**src/dma_defines.vh**
```
// Register offsets, field positions and reset values of the transfer and search engine
`ifndef DMA_DEFINES_VH
`define DMA_DEFINES_VH
`define OFF_CTRL 8'h00
`define OFF_CMD 8'h04
`define OFF_BUF_A 8'h08
`define OFF_BUF_B 8'h0c
`define OFF_LEN 8'h10
`define OFF_MATCH 8'h14
`define OFF_STAT 8'h18
`define OFF_CNT 8'h1c
`define OFF_CUR_A 8'h20
`define OFF_CUR_B 8'h24
// Control word fields
`define C_XFER 0
`define C_SRCH 1
`define C_MODE 3:2
`define C_DIR 4
`define C_A_IO 5
`define C_B_IO 6
`define C_A_STEP 8:7
`define C_B_STEP 10:9
`define C_STOP_MATCH 11
`define C_INT_MATCH 12
`define C_INT_END 13
`define C_AUTO 14
`define C_FLAG_ALL 15
`define C_A_LEN 17:16
`define C_B_LEN 19:18
`define C_A_EARLY 20
`define C_B_EARLY 21
`define CTRL_RST 32'h00000000
// Command word bits
`define K_ENABLE 0
`define K_LOAD 1
`define K_CLEAR 2
`define K_DISABLE 3
// Mode and step codes
`define MODE_BYTE 2'h0
`define MODE_BURST 2'h1
`define STEP_INC 2'h1
`define STEP_DEC 2'h2
// Shortest access, in clocks
`define CYC_MIN 3'h2
// Bus answers
`define RESP_OKAY 2'h0
`define RESP_SLVERR 2'h2
`endif

```
**src/pin_sync.v**
```verilog
// Three-stage input synchroniser with agreement filter
module pin_sync #(
  parameter W = 5,
  parameter [W-1:0] INIT = {W{1'b0}}
) (
  input wire ref_clk,
  input wire nrst,
  input wire [W-1:0] d,
  output reg [W-1:0] q
);
  reg [W-1:0] s1_reg;
  reg [W-1:0] s2_reg;
  reg [W-1:0] s3_reg;
  genvar i;

  // First stage is read by the second stage only
  always @(posedge ref_clk)
  begin
    if (!nrst)
    begin
      s1_reg <= INIT;
      s2_reg <= INIT;
      s3_reg <= INIT;
    end
    else
    begin
      s1_reg <= d;
      s2_reg <= s1_reg;
      s3_reg <= s2_reg;
    end
  end

  // A bit changes only once stages two and three agree
  generate
    for (i = 0; i < W; i = i + 1)
    begin : g_bit
      always @(posedge ref_clk)
      begin
        if (!nrst)
          q[i] <= INIT[i];
        else if (s2_reg[i] == s3_reg[i])
          q[i] <= s3_reg[i];
      end
    end
  endgenerate
endmodule

```
**src/dma_engine.v**
```verilog
// Single-channel transfer and search engine with register slave and bus master
//
// Overview of operation
// - Three classes: transfer, search, or both.
// - Engine owns address and data buses while running.
// - Each byte read from source, then written.
// - Each port independently memory or I/O.
// - Search compares read bytes with match byte.
// - Mask bits drop positions from the compare.
// - Combined class compares without extra reads.
// - Match or block end can halt or interrupt.
// - Status flags can reflect those same conditions.
// - Processor reads full status, count and addresses.
// - Byte mode releases buses after every byte.
// - Burst runs while ready, then finishes, releases.
// - Continuous holds buses until block completes.
// - Continuous pauses holding buses while not ready.
// - Separate source, destination addresses; fixed, up, down.
// - Sixteen-bit address bus for both ports.
// - Buffers written freely; counters load on load command while idle.
// - Auto restart repeats from buffered start addresses.
// - Per-port cycle length and early strobe end.
// - Bus and interrupt daisy chains need no glue.
// - Search-only runs one byte per read, two clocks at shortest.
// - Programmed length is byte count minus one.
// - A byte once read always completes in order.
// - Any control write disables until enable command.
// - Auto reload clears the byte counter too.
`include "dma_defines.vh"
module dma_engine #(
  parameter AW = 8
) (
  input wire ref_clk,
  input wire nrst,
  input wire [AW-1:0] s_axi_awaddr,
  input wire s_axi_awvalid,
  output reg s_axi_awready,
  input wire [31:0] s_axi_wdata,
  input wire [3:0] s_axi_wstrb,
  input wire s_axi_wvalid,
  output reg s_axi_wready,
  output reg [1:0] s_axi_bresp,
  output reg s_axi_bvalid,
  input wire s_axi_bready,
  input wire [AW-1:0] s_axi_araddr,
  input wire s_axi_arvalid,
  output reg s_axi_arready,
  output reg [31:0] s_axi_rdata,
  output reg [1:0] s_axi_rresp,
  output reg s_axi_rvalid,
  input wire s_axi_rready,
  output reg [15:0] addr_out,
  input wire [7:0] data_in,
  output reg [7:0] data_out,
  output reg data_oe_n,
  output reg mreq_n,
  output reg iorq_n,
  output reg rd_n,
  output reg wr_n,
  input wire ready_a,
  input wire ready_b,
  input wire busreq_in_n,
  output reg busreq_out,
  output reg busreq_oe_n,
  input wire bus_ack_in_n,
  output reg bus_ack_out_n,
  output reg int_out,
  output reg int_oe_n,
  input wire int_chain_in,
  output reg int_chain_out
);
  localparam [2:0] ST_IDLE = 3'h0;
  localparam [2:0] ST_REQ = 3'h1;
  localparam [2:0] ST_READ = 3'h2;
  localparam [2:0] ST_WRITE = 3'h3;
  localparam [2:0] ST_PAUSE = 3'h4;
  localparam [2:0] ST_REL = 3'h5;

  reg [31:0] ctrl_reg;
  reg [15:0] buf_a_reg, buf_b_reg, len_reg;
  reg [7:0] match_reg, mask_reg;
  reg [AW-1:0] aw_reg;
  reg [31:0] wd_reg;
  reg [3:0] ws_reg;
  reg en_reg, en_next;
  reg [15:0] cur_a_reg, cur_a_next, cur_b_reg, cur_b_next;
  reg [15:0] cnt_reg, cnt_next;
  reg end_reg, end_next, hit_reg, hit_next, ipend_reg, ipend_next;
  reg now_hit_reg, now_hit_next;
  reg [7:0] hold_reg, hold_next;
  reg [2:0] st_reg, st_next;
  reg [1:0] t_reg, t_next;
  wire [4:0] pins_s;
  wire bai_n_s, other_n_s, rdy_a_s, rdy_b_s, iei_s;

  // Pins from other parties cross into this clock here
  pin_sync #(.W(5), .INIT(5'h13)) u_sync (
    .ref_clk(ref_clk),
    .nrst(nrst),
    .d({int_chain_in, ready_b, ready_a, busreq_in_n, bus_ack_in_n}),
    .q(pins_s)
  );
  assign bai_n_s = pins_s[0];
  assign other_n_s = pins_s[1];
  assign rdy_a_s = pins_s[2];
  assign rdy_b_s = pins_s[3];
  assign iei_s = pins_s[4];

  // Port selection follows the direction bit
  wire xfer = ctrl_reg[`C_XFER];
  wire srch = ctrl_reg[`C_SRCH];
  wire src_b = ctrl_reg[`C_DIR];
  wire [1:0] mode = ctrl_reg[`C_MODE];
  wire src_rdy = src_b ? rdy_b_s : rdy_a_s;
  wire [2:0] len_a = `CYC_MIN + {1'b0, ctrl_reg[`C_A_LEN] == 2'h3 ? 2'h2 : ctrl_reg[`C_A_LEN]};
  wire [2:0] len_b = `CYC_MIN + {1'b0, ctrl_reg[`C_B_LEN] == 2'h3 ? 2'h2 : ctrl_reg[`C_B_LEN]};
  wire [2:0] src_len = src_b ? len_b : len_a;
  wire [2:0] dst_len = src_b ? len_a : len_b;
  wire [2:0] ph_len = (st_reg == ST_READ) ? src_len : dst_len;
  wire last = ({1'b0, t_reg} == ph_len - 3'h1);
  wire src_io = src_b ? ctrl_reg[`C_B_IO] : ctrl_reg[`C_A_IO];
  wire dst_io = src_b ? ctrl_reg[`C_A_IO] : ctrl_reg[`C_B_IO];

  // Mask bit set means that position is ignored
  wire cmp_hit = (((data_in ^ match_reg) & ~mask_reg) == 8'h00);

  // Register write strobes
  wire wr_fire = !s_axi_awready && !s_axi_wready && !s_axi_bvalid;
  wire wr_map = (aw_reg == `OFF_CTRL) || (aw_reg == `OFF_CMD) ||
    (aw_reg == `OFF_BUF_A) || (aw_reg == `OFF_BUF_B) ||
    (aw_reg == `OFF_LEN) || (aw_reg == `OFF_MATCH);
  wire cfg_wr = wr_fire && wr_map && (aw_reg != `OFF_CMD);
  wire cmd_wr = wr_fire && (aw_reg == `OFF_CMD);
  wire [31:0] cmd = cmd_wr ? (wd_reg & {{8{ws_reg[3]}}, {8{ws_reg[2]}},
    {8{ws_reg[1]}}, {8{ws_reg[0]}}}) : 32'h00000000;

  function [31:0] mrg;
    input [31:0] old;
    input [31:0] nw;
    input [3:0] strb;
    reg [31:0] m;
    begin
      m = {{8{strb[3]}}, {8{strb[2]}}, {8{strb[1]}}, {8{strb[0]}}};
      mrg = (old & ~m) | (nw & m);
    end
  endfunction

  function [15:0] step;
    input [15:0] a;
    input [1:0] m;
    begin
      if (m == `STEP_INC)
        step = a + 16'h0001;
      else if (m == `STEP_DEC)
        step = a - 16'h0001;
      else
        step = a;
    end
  endfunction

  // Engine sequencing; a started byte runs to its end whatever ready does
  reg byte_done, blk_end, stop, set_end, set_hit, busy;
  always @*
  begin
    st_next = st_reg;
    t_next = t_reg;
    en_next = en_reg;
    cur_a_next = cur_a_reg;
    cur_b_next = cur_b_reg;
    cnt_next = cnt_reg;
    hold_next = hold_reg;
    now_hit_next = now_hit_reg;
    byte_done = 1'b0;
    blk_end = 1'b0;
    stop = 1'b0;
    set_end = 1'b0;
    set_hit = 1'b0;
    busy = (st_reg != ST_IDLE);
    case (st_reg)
      ST_IDLE:
      begin
        // Only start when nobody else pulls the shared request line
        if (en_reg && (xfer || srch) && src_rdy && other_n_s)
          st_next = ST_REQ;
      end
      ST_REQ:
      begin
        if (!bai_n_s)
        begin
          st_next = ST_READ;
          t_next = 2'h0;
        end
      end
      ST_READ:
      begin
        t_next = t_reg + 2'h1;
        if (last)
        begin
          hold_next = data_in;
          now_hit_next = srch && cmp_hit;
          t_next = 2'h0;
          if (xfer)
            st_next = ST_WRITE;
          else
            byte_done = 1'b1;
        end
      end
      ST_WRITE:
      begin
        t_next = t_reg + 2'h1;
        if (last)
        begin
          t_next = 2'h0;
          byte_done = 1'b1;
        end
      end
      ST_PAUSE:
      begin
        if (src_rdy)
          st_next = ST_READ;
      end
      ST_REL:
        st_next = ST_IDLE;
      default:
        st_next = ST_IDLE;
    endcase
    if (byte_done)
    begin
      blk_end = (cnt_reg == len_reg);
      cnt_next = cnt_reg + 16'h0001;
      // Source steps every byte, destination only when written
      if (src_b)
      begin
        cur_b_next = step(cur_b_reg, ctrl_reg[`C_B_STEP]);
        if (xfer)
          cur_a_next = step(cur_a_reg, ctrl_reg[`C_A_STEP]);
      end
      else
      begin
        cur_a_next = step(cur_a_reg, ctrl_reg[`C_A_STEP]);
        if (xfer)
          cur_b_next = step(cur_b_reg, ctrl_reg[`C_B_STEP]);
      end
      set_end = blk_end;
      // This byte's own result, else a search misses its last byte
      set_hit = now_hit_next;
      if (blk_end && ctrl_reg[`C_AUTO])
      begin
        cur_a_next = buf_a_reg;
        cur_b_next = buf_b_reg;
        cnt_next = 16'h0000;
      end
      if ((blk_end && !ctrl_reg[`C_AUTO]) || (now_hit_next && ctrl_reg[`C_STOP_MATCH]))
      begin
        stop = 1'b1;
        en_next = 1'b0;
      end
      if (stop || !en_reg || mode == `MODE_BYTE)
        st_next = ST_REL;
      else if (src_rdy)
        st_next = ST_READ;
      else if (mode == `MODE_BURST)
        st_next = ST_REL;
      else
        st_next = ST_PAUSE;
    end
    // Any control write stops the engine at the next byte boundary
    if (cfg_wr)
      en_next = 1'b0;
    if (cmd[`K_DISABLE])
      en_next = 1'b0;
    if (cmd[`K_ENABLE])
      en_next = 1'b1;
    // Working counters load only while the engine is idle, which in byte mode includes the gap between bytes
    if (cmd[`K_LOAD] && !busy)
    begin
      cur_a_next = buf_a_reg;
      cur_b_next = buf_b_reg;
      cnt_next = 16'h0000;
    end
  end

  // Status flags: hardware set beats a software clear in the same cycle
  wire flag_all = ctrl_reg[`C_FLAG_ALL];
  wire tell_end = flag_all || ctrl_reg[`C_INT_END] || !ctrl_reg[`C_AUTO];
  wire tell_hit = flag_all || ctrl_reg[`C_INT_MATCH] || ctrl_reg[`C_STOP_MATCH];
  always @*
  begin
    end_next = cmd[`K_CLEAR] ? 1'b0 : end_reg;
    hit_next = cmd[`K_CLEAR] ? 1'b0 : hit_reg;
    ipend_next = cmd[`K_CLEAR] ? 1'b0 : ipend_reg;
    if (set_end && tell_end)
      end_next = 1'b1;
    if (set_hit && tell_hit)
      hit_next = 1'b1;
    if ((set_end && ctrl_reg[`C_INT_END]) || (set_hit && ctrl_reg[`C_INT_MATCH]))
      ipend_next = 1'b1;
  end

  // Bus pin values for the coming cycle, derived from next state
  wire owning = (st_next == ST_READ) || (st_next == ST_WRITE) || (st_next == ST_PAUSE);
  wire rd_ph = (st_next == ST_READ);
  wire acc = rd_ph || (st_next == ST_WRITE);
  wire src_b_early = src_b ? ctrl_reg[`C_B_EARLY] : ctrl_reg[`C_A_EARLY];
  wire dst_b_early = src_b ? ctrl_reg[`C_A_EARLY] : ctrl_reg[`C_B_EARLY];
  wire early = rd_ph ? src_b_early : dst_b_early;
  wire [2:0] nlen = rd_ph ? src_len : dst_len;
  // Early end trims the last clock; a two-clock access keeps its strobe
  wire cut = early && (nlen > `CYC_MIN) && ({1'b0, t_next} == nlen - 3'h1);
  wire io_ph = rd_ph ? src_io : dst_io;
  wire [15:0] src_addr = src_b ? cur_b_next : cur_a_next;
  wire [15:0] dst_addr = src_b ? cur_a_next : cur_b_next;
  wire asking = owning || (st_next == ST_REQ);

  always @(posedge ref_clk)
  begin
    if (!nrst)
    begin
      st_reg <= ST_IDLE;
      t_reg <= 2'h0;
      en_reg <= 1'b0;
      cur_a_reg <= 16'h0000;
      cur_b_reg <= 16'h0000;
      cnt_reg <= 16'h0000;
      hold_reg <= 8'h00;
      now_hit_reg <= 1'b0;
      end_reg <= 1'b0;
      hit_reg <= 1'b0;
      ipend_reg <= 1'b0;
      addr_out <= 16'h0000;
      data_out <= 8'h00;
      data_oe_n <= 1'b1;
      mreq_n <= 1'b1;
      iorq_n <= 1'b1;
      rd_n <= 1'b1;
      wr_n <= 1'b1;
      busreq_out <= 1'b0;
      busreq_oe_n <= 1'b1;
      bus_ack_out_n <= 1'b1;
      int_out <= 1'b0;
      int_oe_n <= 1'b1;
      int_chain_out <= 1'b0;
    end
    else
    begin
      st_reg <= st_next;
      t_reg <= t_next;
      en_reg <= en_next;
      cur_a_reg <= cur_a_next;
      cur_b_reg <= cur_b_next;
      cnt_reg <= cnt_next;
      hold_reg <= hold_next;
      now_hit_reg <= now_hit_next;
      end_reg <= end_next;
      hit_reg <= hit_next;
      ipend_reg <= ipend_next;
      addr_out <= (st_next == ST_WRITE) ? dst_addr : src_addr;
      data_out <= hold_next;
      data_oe_n <= !(st_next == ST_WRITE);
      mreq_n <= !(acc && !io_ph && !cut);
      iorq_n <= !(acc && io_ph && !cut);
      rd_n <= !(rd_ph && t_next != 2'h0 && !cut);
      wr_n <= !(st_next == ST_WRITE && t_next != 2'h0 && !cut);
      busreq_out <= 1'b0;
      busreq_oe_n <= !asking;
      // Acknowledge passes down the chain only when this engine is not asking
      bus_ack_out_n <= bai_n_s || asking;
      int_out <= 1'b0;
      int_oe_n <= !(ipend_next && iei_s);
      int_chain_out <= iei_s && !ipend_next;
    end
  end

  // Strobe-merged write data; narrow registers keep the low half
  wire [31:0] buf_a_w32 = mrg({16'h0000, buf_a_reg}, wd_reg, ws_reg);
  wire [31:0] buf_b_w32 = mrg({16'h0000, buf_b_reg}, wd_reg, ws_reg);
  wire [31:0] len_w32 = mrg({16'h0000, len_reg}, wd_reg, ws_reg);
  wire [31:0] match_w = mrg({16'h0000, mask_reg, match_reg}, wd_reg, ws_reg);

  // Configuration registers; buffer writes leave working counters alone
  always @(posedge ref_clk)
  begin
    if (!nrst)
    begin
      ctrl_reg <= `CTRL_RST;
      buf_a_reg <= 16'h0000;
      buf_b_reg <= 16'h0000;
      len_reg <= 16'h0000;
      match_reg <= 8'h00;
      mask_reg <= 8'h00;
    end
    else if (cfg_wr)
    begin
      case (aw_reg)
        `OFF_CTRL: ctrl_reg <= mrg(ctrl_reg, wd_reg, ws_reg);
        `OFF_BUF_A: buf_a_reg <= buf_a_w32[15:0];
        `OFF_BUF_B: buf_b_reg <= buf_b_w32[15:0];
        `OFF_LEN: len_reg <= len_w32[15:0];
        `OFF_MATCH:
        begin
          match_reg <= match_w[7:0];
          mask_reg <= match_w[15:8];
        end
        default: ctrl_reg <= ctrl_reg;
      endcase
    end
  end

  // Readback of configuration, flags, progress and addresses
  wire own_w = (st_reg == ST_READ) || (st_reg == ST_WRITE) || (st_reg == ST_PAUSE);
  reg [31:0] rd_mux;
  reg rd_ok;
  always @*
  begin
    rd_ok = 1'b1;
    case (s_axi_araddr)
      `OFF_CTRL: rd_mux = ctrl_reg;
      `OFF_CMD: rd_mux = 32'h00000000;
      `OFF_BUF_A: rd_mux = {16'h0000, buf_a_reg};
      `OFF_BUF_B: rd_mux = {16'h0000, buf_b_reg};
      `OFF_LEN: rd_mux = {16'h0000, len_reg};
      `OFF_MATCH: rd_mux = {16'h0000, mask_reg, match_reg};
      `OFF_STAT: rd_mux = {25'h0000000, busy, en_reg, own_w, ipend_reg, hit_reg,
        end_reg, src_rdy};
      `OFF_CNT: rd_mux = {16'h0000, cnt_reg};
      `OFF_CUR_A: rd_mux = {16'h0000, cur_a_reg};
      `OFF_CUR_B: rd_mux = {16'h0000, cur_b_reg};
      default:
      begin
        rd_mux = 32'h00000000;
        rd_ok = 1'b0;
      end
    endcase
  end

  // Slave handshakes: address and data taken in either order, one write at a time
  always @(posedge ref_clk)
  begin
    if (!nrst)
    begin
      s_axi_awready <= 1'b1;
      s_axi_wready <= 1'b1;
      s_axi_bvalid <= 1'b0;
      s_axi_bresp <= `RESP_OKAY;
      s_axi_arready <= 1'b1;
      s_axi_rvalid <= 1'b0;
      s_axi_rdata <= 32'h00000000;
      s_axi_rresp <= `RESP_OKAY;
      aw_reg <= {AW{1'b0}};
      wd_reg <= 32'h00000000;
      ws_reg <= 4'h0;
    end
    else
    begin
      if (s_axi_awvalid && s_axi_awready)
      begin
        aw_reg <= s_axi_awaddr;
        s_axi_awready <= 1'b0;
      end
      if (s_axi_wvalid && s_axi_wready)
      begin
        wd_reg <= s_axi_wdata;
        ws_reg <= s_axi_wstrb;
        s_axi_wready <= 1'b0;
      end
      if (wr_fire)
      begin
        s_axi_bvalid <= 1'b1;
        s_axi_bresp <= wr_map ? `RESP_OKAY : `RESP_SLVERR;
      end
      if (s_axi_bvalid && s_axi_bready)
      begin
        s_axi_bvalid <= 1'b0;
        s_axi_awready <= 1'b1;
        s_axi_wready <= 1'b1;
      end
      if (s_axi_arvalid && s_axi_arready)
      begin
        s_axi_arready <= 1'b0;
        s_axi_rvalid <= 1'b1;
        s_axi_rdata <= rd_mux;
        s_axi_rresp <= rd_ok ? `RESP_OKAY : `RESP_SLVERR;
      end
      if (s_axi_rvalid && s_axi_rready)
      begin
        s_axi_rvalid <= 1'b0;
        s_axi_arready <= 1'b1;
      end
    end
  end
endmodule

```
**config.mk**
```make
export PLATFORM = sky130hd
export DESIGN_NAME = dma_engine
export DESIGN_NICKNAME = d
export VERILOG_FILES = /design/src/pin_sync.v /design/src/dma_engine.v
export VERILOG_INCLUDE_DIRS = /design/src /design/src/src
export SDC_FILE = /design/constraint.sdc
export NUM_CORES = 1
export LEC_CHECK = 0
export BUFFER_PORTS_ARGS = -buffer_cell sky130_fd_sc_hd__clkbuf_2
export CAP_MARGIN = 10
export CORE_ASPECT_RATIO = 1.75
export CORE_MARGIN = 2
export CORE_UTILIZATION = 63
export DETAILED_ROUTE_END_ITERATION = 7
export PLACE_DENSITY = 0.85
export RECOVER_POWER = 50
export SLEW_MARGIN = 30
export SYNTH_ARGS = -nofsm -noshare
export SYNTH_HDL_FRONTEND = slang
export SYNTH_SLANG_ARGS = --single-unit
```
**constraint.sdc**
```tcl
create_clock -name ref_clk -period 9 [get_ports ref_clk]
set_clock_uncertainty 0.2 [all_clocks]
set_input_delay 1.35 -clock ref_clk [delete_from_list [all_inputs] [get_ports ref_clk]]
set_output_delay 1.35 -clock ref_clk [all_outputs]
set_load 0.01 [all_outputs]
```
## Word level (Yosys, flattened, before mapping)

Index checks and enable logic that the tools add are counted.

- Equality and inequality tests: 38
- $add $sub $neg: 10
- Bitwise logic cells: 16
- Magnitude comparators: 1
- Muxes and demuxes: 69
- Reductions and logical operators: 93

Operators by type and width:

| operator | number |
|---|---|
| 16-bit 2-to-1 mux | 18 |
| 32-bit case mux with 9 select lines | 1 |
| 16-bit AND | 4 |
| 32-bit AND | 2 |
| 16-bit OR | 4 |
| 16-bit by 1-bit adder with 16-bit output (second input constant) | 3 |
| 8-bit by 5-bit == test with 1-bit output (second input constant) | 6 |
| 3-bit 2-to-1 mux | 12 |
| 1-bit logical AND | 34 |
| 8-bit by 4-bit == test with 1-bit output (second input constant) | 4 |
| 32-bit inverter | 1 |
| 32-bit OR | 1 |
| 16-bit by 1-bit subtractor with 16-bit output (second input constant) | 2 |
| 1-bit 2-to-1 mux | 28 |
| 8-bit zero test | 3 |
| 1-bit logical OR | 20 |
| 16-bit == test | 1 |
| 8-bit by 3-bit == test with 1-bit output (second input constant) | 2 |
| 8-bit by 6-bit == test with 1-bit output (second input constant) | 2 |
| 1-bit zero test | 16 |
| 3-bit case mux with 5 select lines | 1 |
| 2-bit AND reduction | 7 |
| 3-bit by 2-bit == test with 1-bit output (second input constant) | 4 |
| 2-bit 2-to-1 mux | 6 |
| other kinds (25) | 45 |

- Bits of input ports: 72
- Word-level logic and storage cells: 273
- Bits in registers: 292
- Output and inout port bits: 76

## Depth between registers and ports, before layout

- Word-level depth: 25
- Depth in mapped cells: 22
- Gate-level depth less buffers: 21

## By module

A second synthesis with hierarchy kept.

- Cells, all modules: 1649
- Area total of the unflattened synthesis: 13351.6 um^2

Modules (own cells, without submodules):

| module | instances | cells an instance | area an instance (um^2) | sequential area each (um^2) |
|---|---|---|---|---|
| dma_engine | 1 | 1597 | 12764.7 | 5405.2 |
| pin_sync | 1 | 52 | 586.8 | 400.4 |

## Least setup slack after synthesis

OpenSTA, ideal clock, no wires.

- Kind: reg2reg
- From: reg st_reg[1]
- To: reg iorq_n
- Data required time: 8721 ps
- Period minus slack after synthesis: 4834 ps
- Setup slack: 4166 ps
- Path buffers: 1
- Arrival: 4555 ps
- Library setup time: 79 ps
- Stages on the path, launching flop included: 22
- Path through: dfxtp_1 > nor3b_2 > xnor2_2 > mux2i_4 > ha_1 > xnor2_1 > inv_1 > and3_1 > buf_2 > a31oi_1 > or3_4 > o31ai_4 > a21boi_2 > nor2_1 > mux2i_1 > inv_1 > ha_1 > nor2_1 > o2111ai_1 > and2_0 > a221o_1 > o211ai_1

- Longest elaborated chain between the ends: 22
- Elaborated cells on any way between the ends: 45
- Classes of those cells: add/sub: 2; order compare: 1; eq/ne: 8; mux: 21; reduce/logical: 13

RTL lines:

| what | RTL line | text |
|---|---|---|
| start, declared | dma_engine.v:91 | `reg [2:0] st_reg, st_next;` |
| start signal, assigned | dma_engine.v:346 | `st_reg <= st_next;` |
| 3-bit by 2-bit == test with 1-bit output | dma_engine.v:119, dma_engine.v:179 |  |
| 3-bit 2-to-1 mux | dma_engine.v:119 | `wire [2:0] ph_len = (st_reg == ST_READ) ? src_len : dst_len;` |
| 3-bit by 1-bit subtractor with 3-bit output | dma_engine.v:120 | `wire last = ({1'b0, t_reg} == ph_len - 3'h1);` |
| 2-bit by 3-bit == test with 1-bit output | dma_engine.v:120 |  |
| 1-bit 2-to-1 mux | dma_engine.v:197 | `if (last)` |
| 1-bit 2-to-1 mux | dma_engine.v:179 | `case (st_reg)` |
| 1-bit logical AND | dma_engine.v:253 | `` if ((blk_end && !ctrl_reg[`C_AUTO]) \|\| (now_hit_next && ctrl_reg[`C_STOP_MATCH])) `` |
| 1-bit logical OR | dma_engine.v:253 |  |
| [... 6 more ...] | -- |  |
| 3-bit by 2-bit == test with 1-bit output | dma_engine.v:302 | `wire rd_ph = (st_next == ST_READ);` |
| 3-bit 2-to-1 mux | dma_engine.v:307 | `wire [2:0] nlen = rd_ph ? src_len : dst_len;` |
| 3-bit by 1-bit subtractor with 3-bit output or 3-bit by 2-bit greater-than comparator with 1-bit output (tied branches) | -- |  |
| 2-bit by 3-bit == test with 1-bit output or 1-bit logical AND (tied branches) | dma_engine.v:309 | `` wire cut = early && (nlen > `CYC_MIN) && ({1'b0, t_next} == nlen - 3'h1); `` |
| 1-bit logical AND | dma_engine.v:309 |  |
| 1-bit zero test | dma_engine.v:361 | `iorq_n <= !(acc && io_ph && !cut);` |
| 1-bit logical AND (*) | dma_engine.v:361 |  |
| 1-bit zero test (*) | dma_engine.v:361 |  |
| end signal, assigned | dma_engine.v:361 |  |
| end, declared | dma_engine.v:57 | `output reg iorq_n,` |

Every way passes the cells marked *; elsewhere a longest branch is shown, timed or not. The select of a mux whose other input is x is not followed.
A chain may end at the register's enable or synchronous reset.

==> summary.txt <==
Synth
  • Cell Area, Synth: 0.0134 mm2
  • Syn_area_per_cell: 8.04 um2
  • Seq/Total Area, Yosys: 43.4%
  • Ys async rst share: 0%
  • Yosys top cell by area: dfxtp_1
  • Largest cells by area after synthesis: dfxtp_1 43%, nand2_1 7.8%, a21oi_1 6.8%, nor2_1 5.2%, mux2i_1 3.8%
  • Syn. warnings: 0
  • Synth top area share: 43.4%
  • Mapped Cells: 1664
  • Synth Register Bits: 290
  • Number of flops mapped to enable cells by yosys: 0
  • Netlist cell types: 78
  • Post-synth top flop: dfxtp_1

Pwr
  • Static leakage: 0.00549 uW
  • Pwr/cell area: 177 mW/mm2
  • Worst VDD drop: 0.203 mV

Timing
  • Min Clock Period, post-route: 6160 ps
  • Worst-margin pin slew: 3310 ps
  • Pins Over Slew Limit: 116
  • Final Cycle Share: 68.5%
  • Final setup fails: 0
  • Fmax: 162 MHz
  • Endpoints failing hold: 0
  • RSZ-0062 raised after global routing: no
  • Setup TNS: 0 ps
  • Hold_ws: 211 ps
  • Worst slew margin: -120%

Clock network
  • Clock-pin slew of the registers on the worst-case setup and hold paths: 70 ps
  • H-tree levels: 1
  • Clk_lat worst skew: 560 ps
  • Clk buf depth: 3
  • Clock sink count: 290
  • CTS Buf Count: 26
  • TritonCTS clock tree: done
  • CTS Hold Bufs: 0
  • CTS Root Cell: clkbuf_16
  • Setup bufs post-CTS: 0
  • Post-cts sizing count: 0

Placement
  • Placed cell areas: 0.0142 mm2
  • PortBufs: 143
  • Placed insts: 1969
  • HPWL Detailed: 31.4 mm
  • GPL Wtd Cong: 0.990

Drt
  • Routed Antenna Nets: 0
  • Iter 0 DRT Violations: 1383
  • Vias per cell: 6.45
  • # DRC: 0
  • Post-Route WL: 43.4 mm
  • Wire length per cell: 21.6 um
  • Initial DRT Pass Iterations: 7
  • Vias post-DR: 13000

GRT
  • Initial antenna violation count: 0
  • Largest net degree at the start of global routing: 93
  • First-pass GRT wire length: 66.6 mm
  • GRT Util Overall: 38.2%
  • GRT Residual Overflow: 0
  • Vias in the first global route: 12600

Final layout
  • Post-route cell area: 0.0150 mm2
  • Final net count: 1825
  • Finished Layout Cells: 2015
  • Fillcell total: 1704
  • Share of cells above drive strength 1: 9.19%
  • Register area: 0.00581 mm2
  • Antenna Diode Count: 0
  • Layout area overhead: 12.3%
  • Commonest non-fill, non-tap cell in the layout: dfxtp_1
  • Most frequent cells in the layout: 290 x dfxtp_1, 278 x nand2_1, 183 x nor2_1, 183 x a21oi_1, 88 x nand3_1
  • Area of the multi-input gates: 0.00708 mm2

Worst setup path
  • Setup slack, reg-to-reg: 3430 ps
  • WS Path Type: input port to flip-flop
  • Reg-to-reg endpoint: mreq_n
  • Crit Reg-Reg Startpoint: st_reg[1]
  • Worst endpoint data arrival time: 6370 ps
  • FF-to-FF path depth: 20
  • Crit-path max FO: 92
  • Required @ worst endpoint: 9210 ps
  • Worst Setup End Kind: flip-flop
  • Crit start category: input port

Floorplanning
  • Core Area: 0.0208 mm2
  • IO Pins: 148
  • Full die area: 0.0225 mm2
  • Die Ht: 197 um
  • Site row count: 70
  • Die W: 114 um
  • Starting Density: 64.1%

Min path
  • Worst hold endpoint: u_sync.s2_reg[0]
  • Hold Path Depth: 1
  • Min-delay src: u_sync.s1_reg[0]
  • Worst hold path type: flip-flop to flip-flop

Outcome
  • Outcome: finished with violations
  • Failing checks: capacitance limit, slew limit

Job
  • Maximum Capacitance Violations: 2
## cells by family after synthesis
kind of cell / count (synthesis) / share of synthesized area (%)
DFF: 290 / 43.4
other: 1 / 0.0280
and+or+nand+nor: 722 / 24.6
buffers and inverters: 135 / 3.97
adders and majority gates: 8 / 0.749
AOI/OAI and AO/OA: 384 / 18.1
xor gates and xnor gates: 63 / 4.38
muxes: 61 / 4.74
## area by class of cell
cell class              instances  area share, %
repair buffers                165           5.22
multi-input cells            1242           47.2
clock buffers                  29           4.54
clock inverters                17           1.75
well taps                     252           2.10
inverters                      20          0.533
flip-flops and latches        290           38.7
## metal layers
| layer | routed length, um | track usage (%) |
|---|---|---|
| met1 | 13800 | 38.9 |
| met2 | 20900 | 64.7 |
| met3 | 3750 | 6.86 |
| met4 | 5020 | 36.1 |
| met5 | 0 | 0 |
## synth_stat cells (all sizes together) (8+ instances only)
cell type / instances
a21oi: 183
a31oi: 10
xnor2: 45
and2: 28
ha: 8
mux2i: 52
nor3: 21
nand2b: 19
buf: 15
or3: 12
a221oi: 10
nor2b: 10
nand3: 88
nand4: 21
inv: 20
and3: 23
nor4: 12
nor2: 186
mux2: 9
a211oi: 14
o22ai: 9
dfxtp: 290
clkbuf: 100
xor2: 18
o21ai: 34
a22oi: 60
o211ai: 8
nand2: 279
## worst max-delay path: stages
cell      delay (ps)
clkbuf_2          80
clkbuf_1         670
inv_6            820
clkbuf_1        2360
buf_4            840
nor2_1           130
## report_power, final
group | internal (uW) | switching, uW
logic | 31.7 | 65.2
registers | 1300 | 23.2
clock network | 723 | 510
total | 2060 | 598
## per-stage QoR
step | worst slack (ps) | util, % | power [uW]
floorplan | 4170 | - | 1400
global placement | 3590 | 67.9 | 1440
detailed placement | 3440 | 67.9 | 1450
CTS | 3430 | 72.4 | 2650
global route | 2390 | 72.0 | 2720
finish | 2840 | 72.0 | 2650
## how the worst max path moves through the flow
stage | from | end | slack (ps)
2_1_floorplan | st_reg[1] | iorq_n | 4170
3_3_place_gp | st_reg[1] | wr_n | 3590
3_5_place_dp | st_reg[1] | wr_n | 3440
4_1_cts | st_reg[1] | mreq_n | 3430
5_1_grt | nrst | flip-flop | 2390
6_report | nrst | flip-flop | 2840
Power figures use the tool's default switching activity.
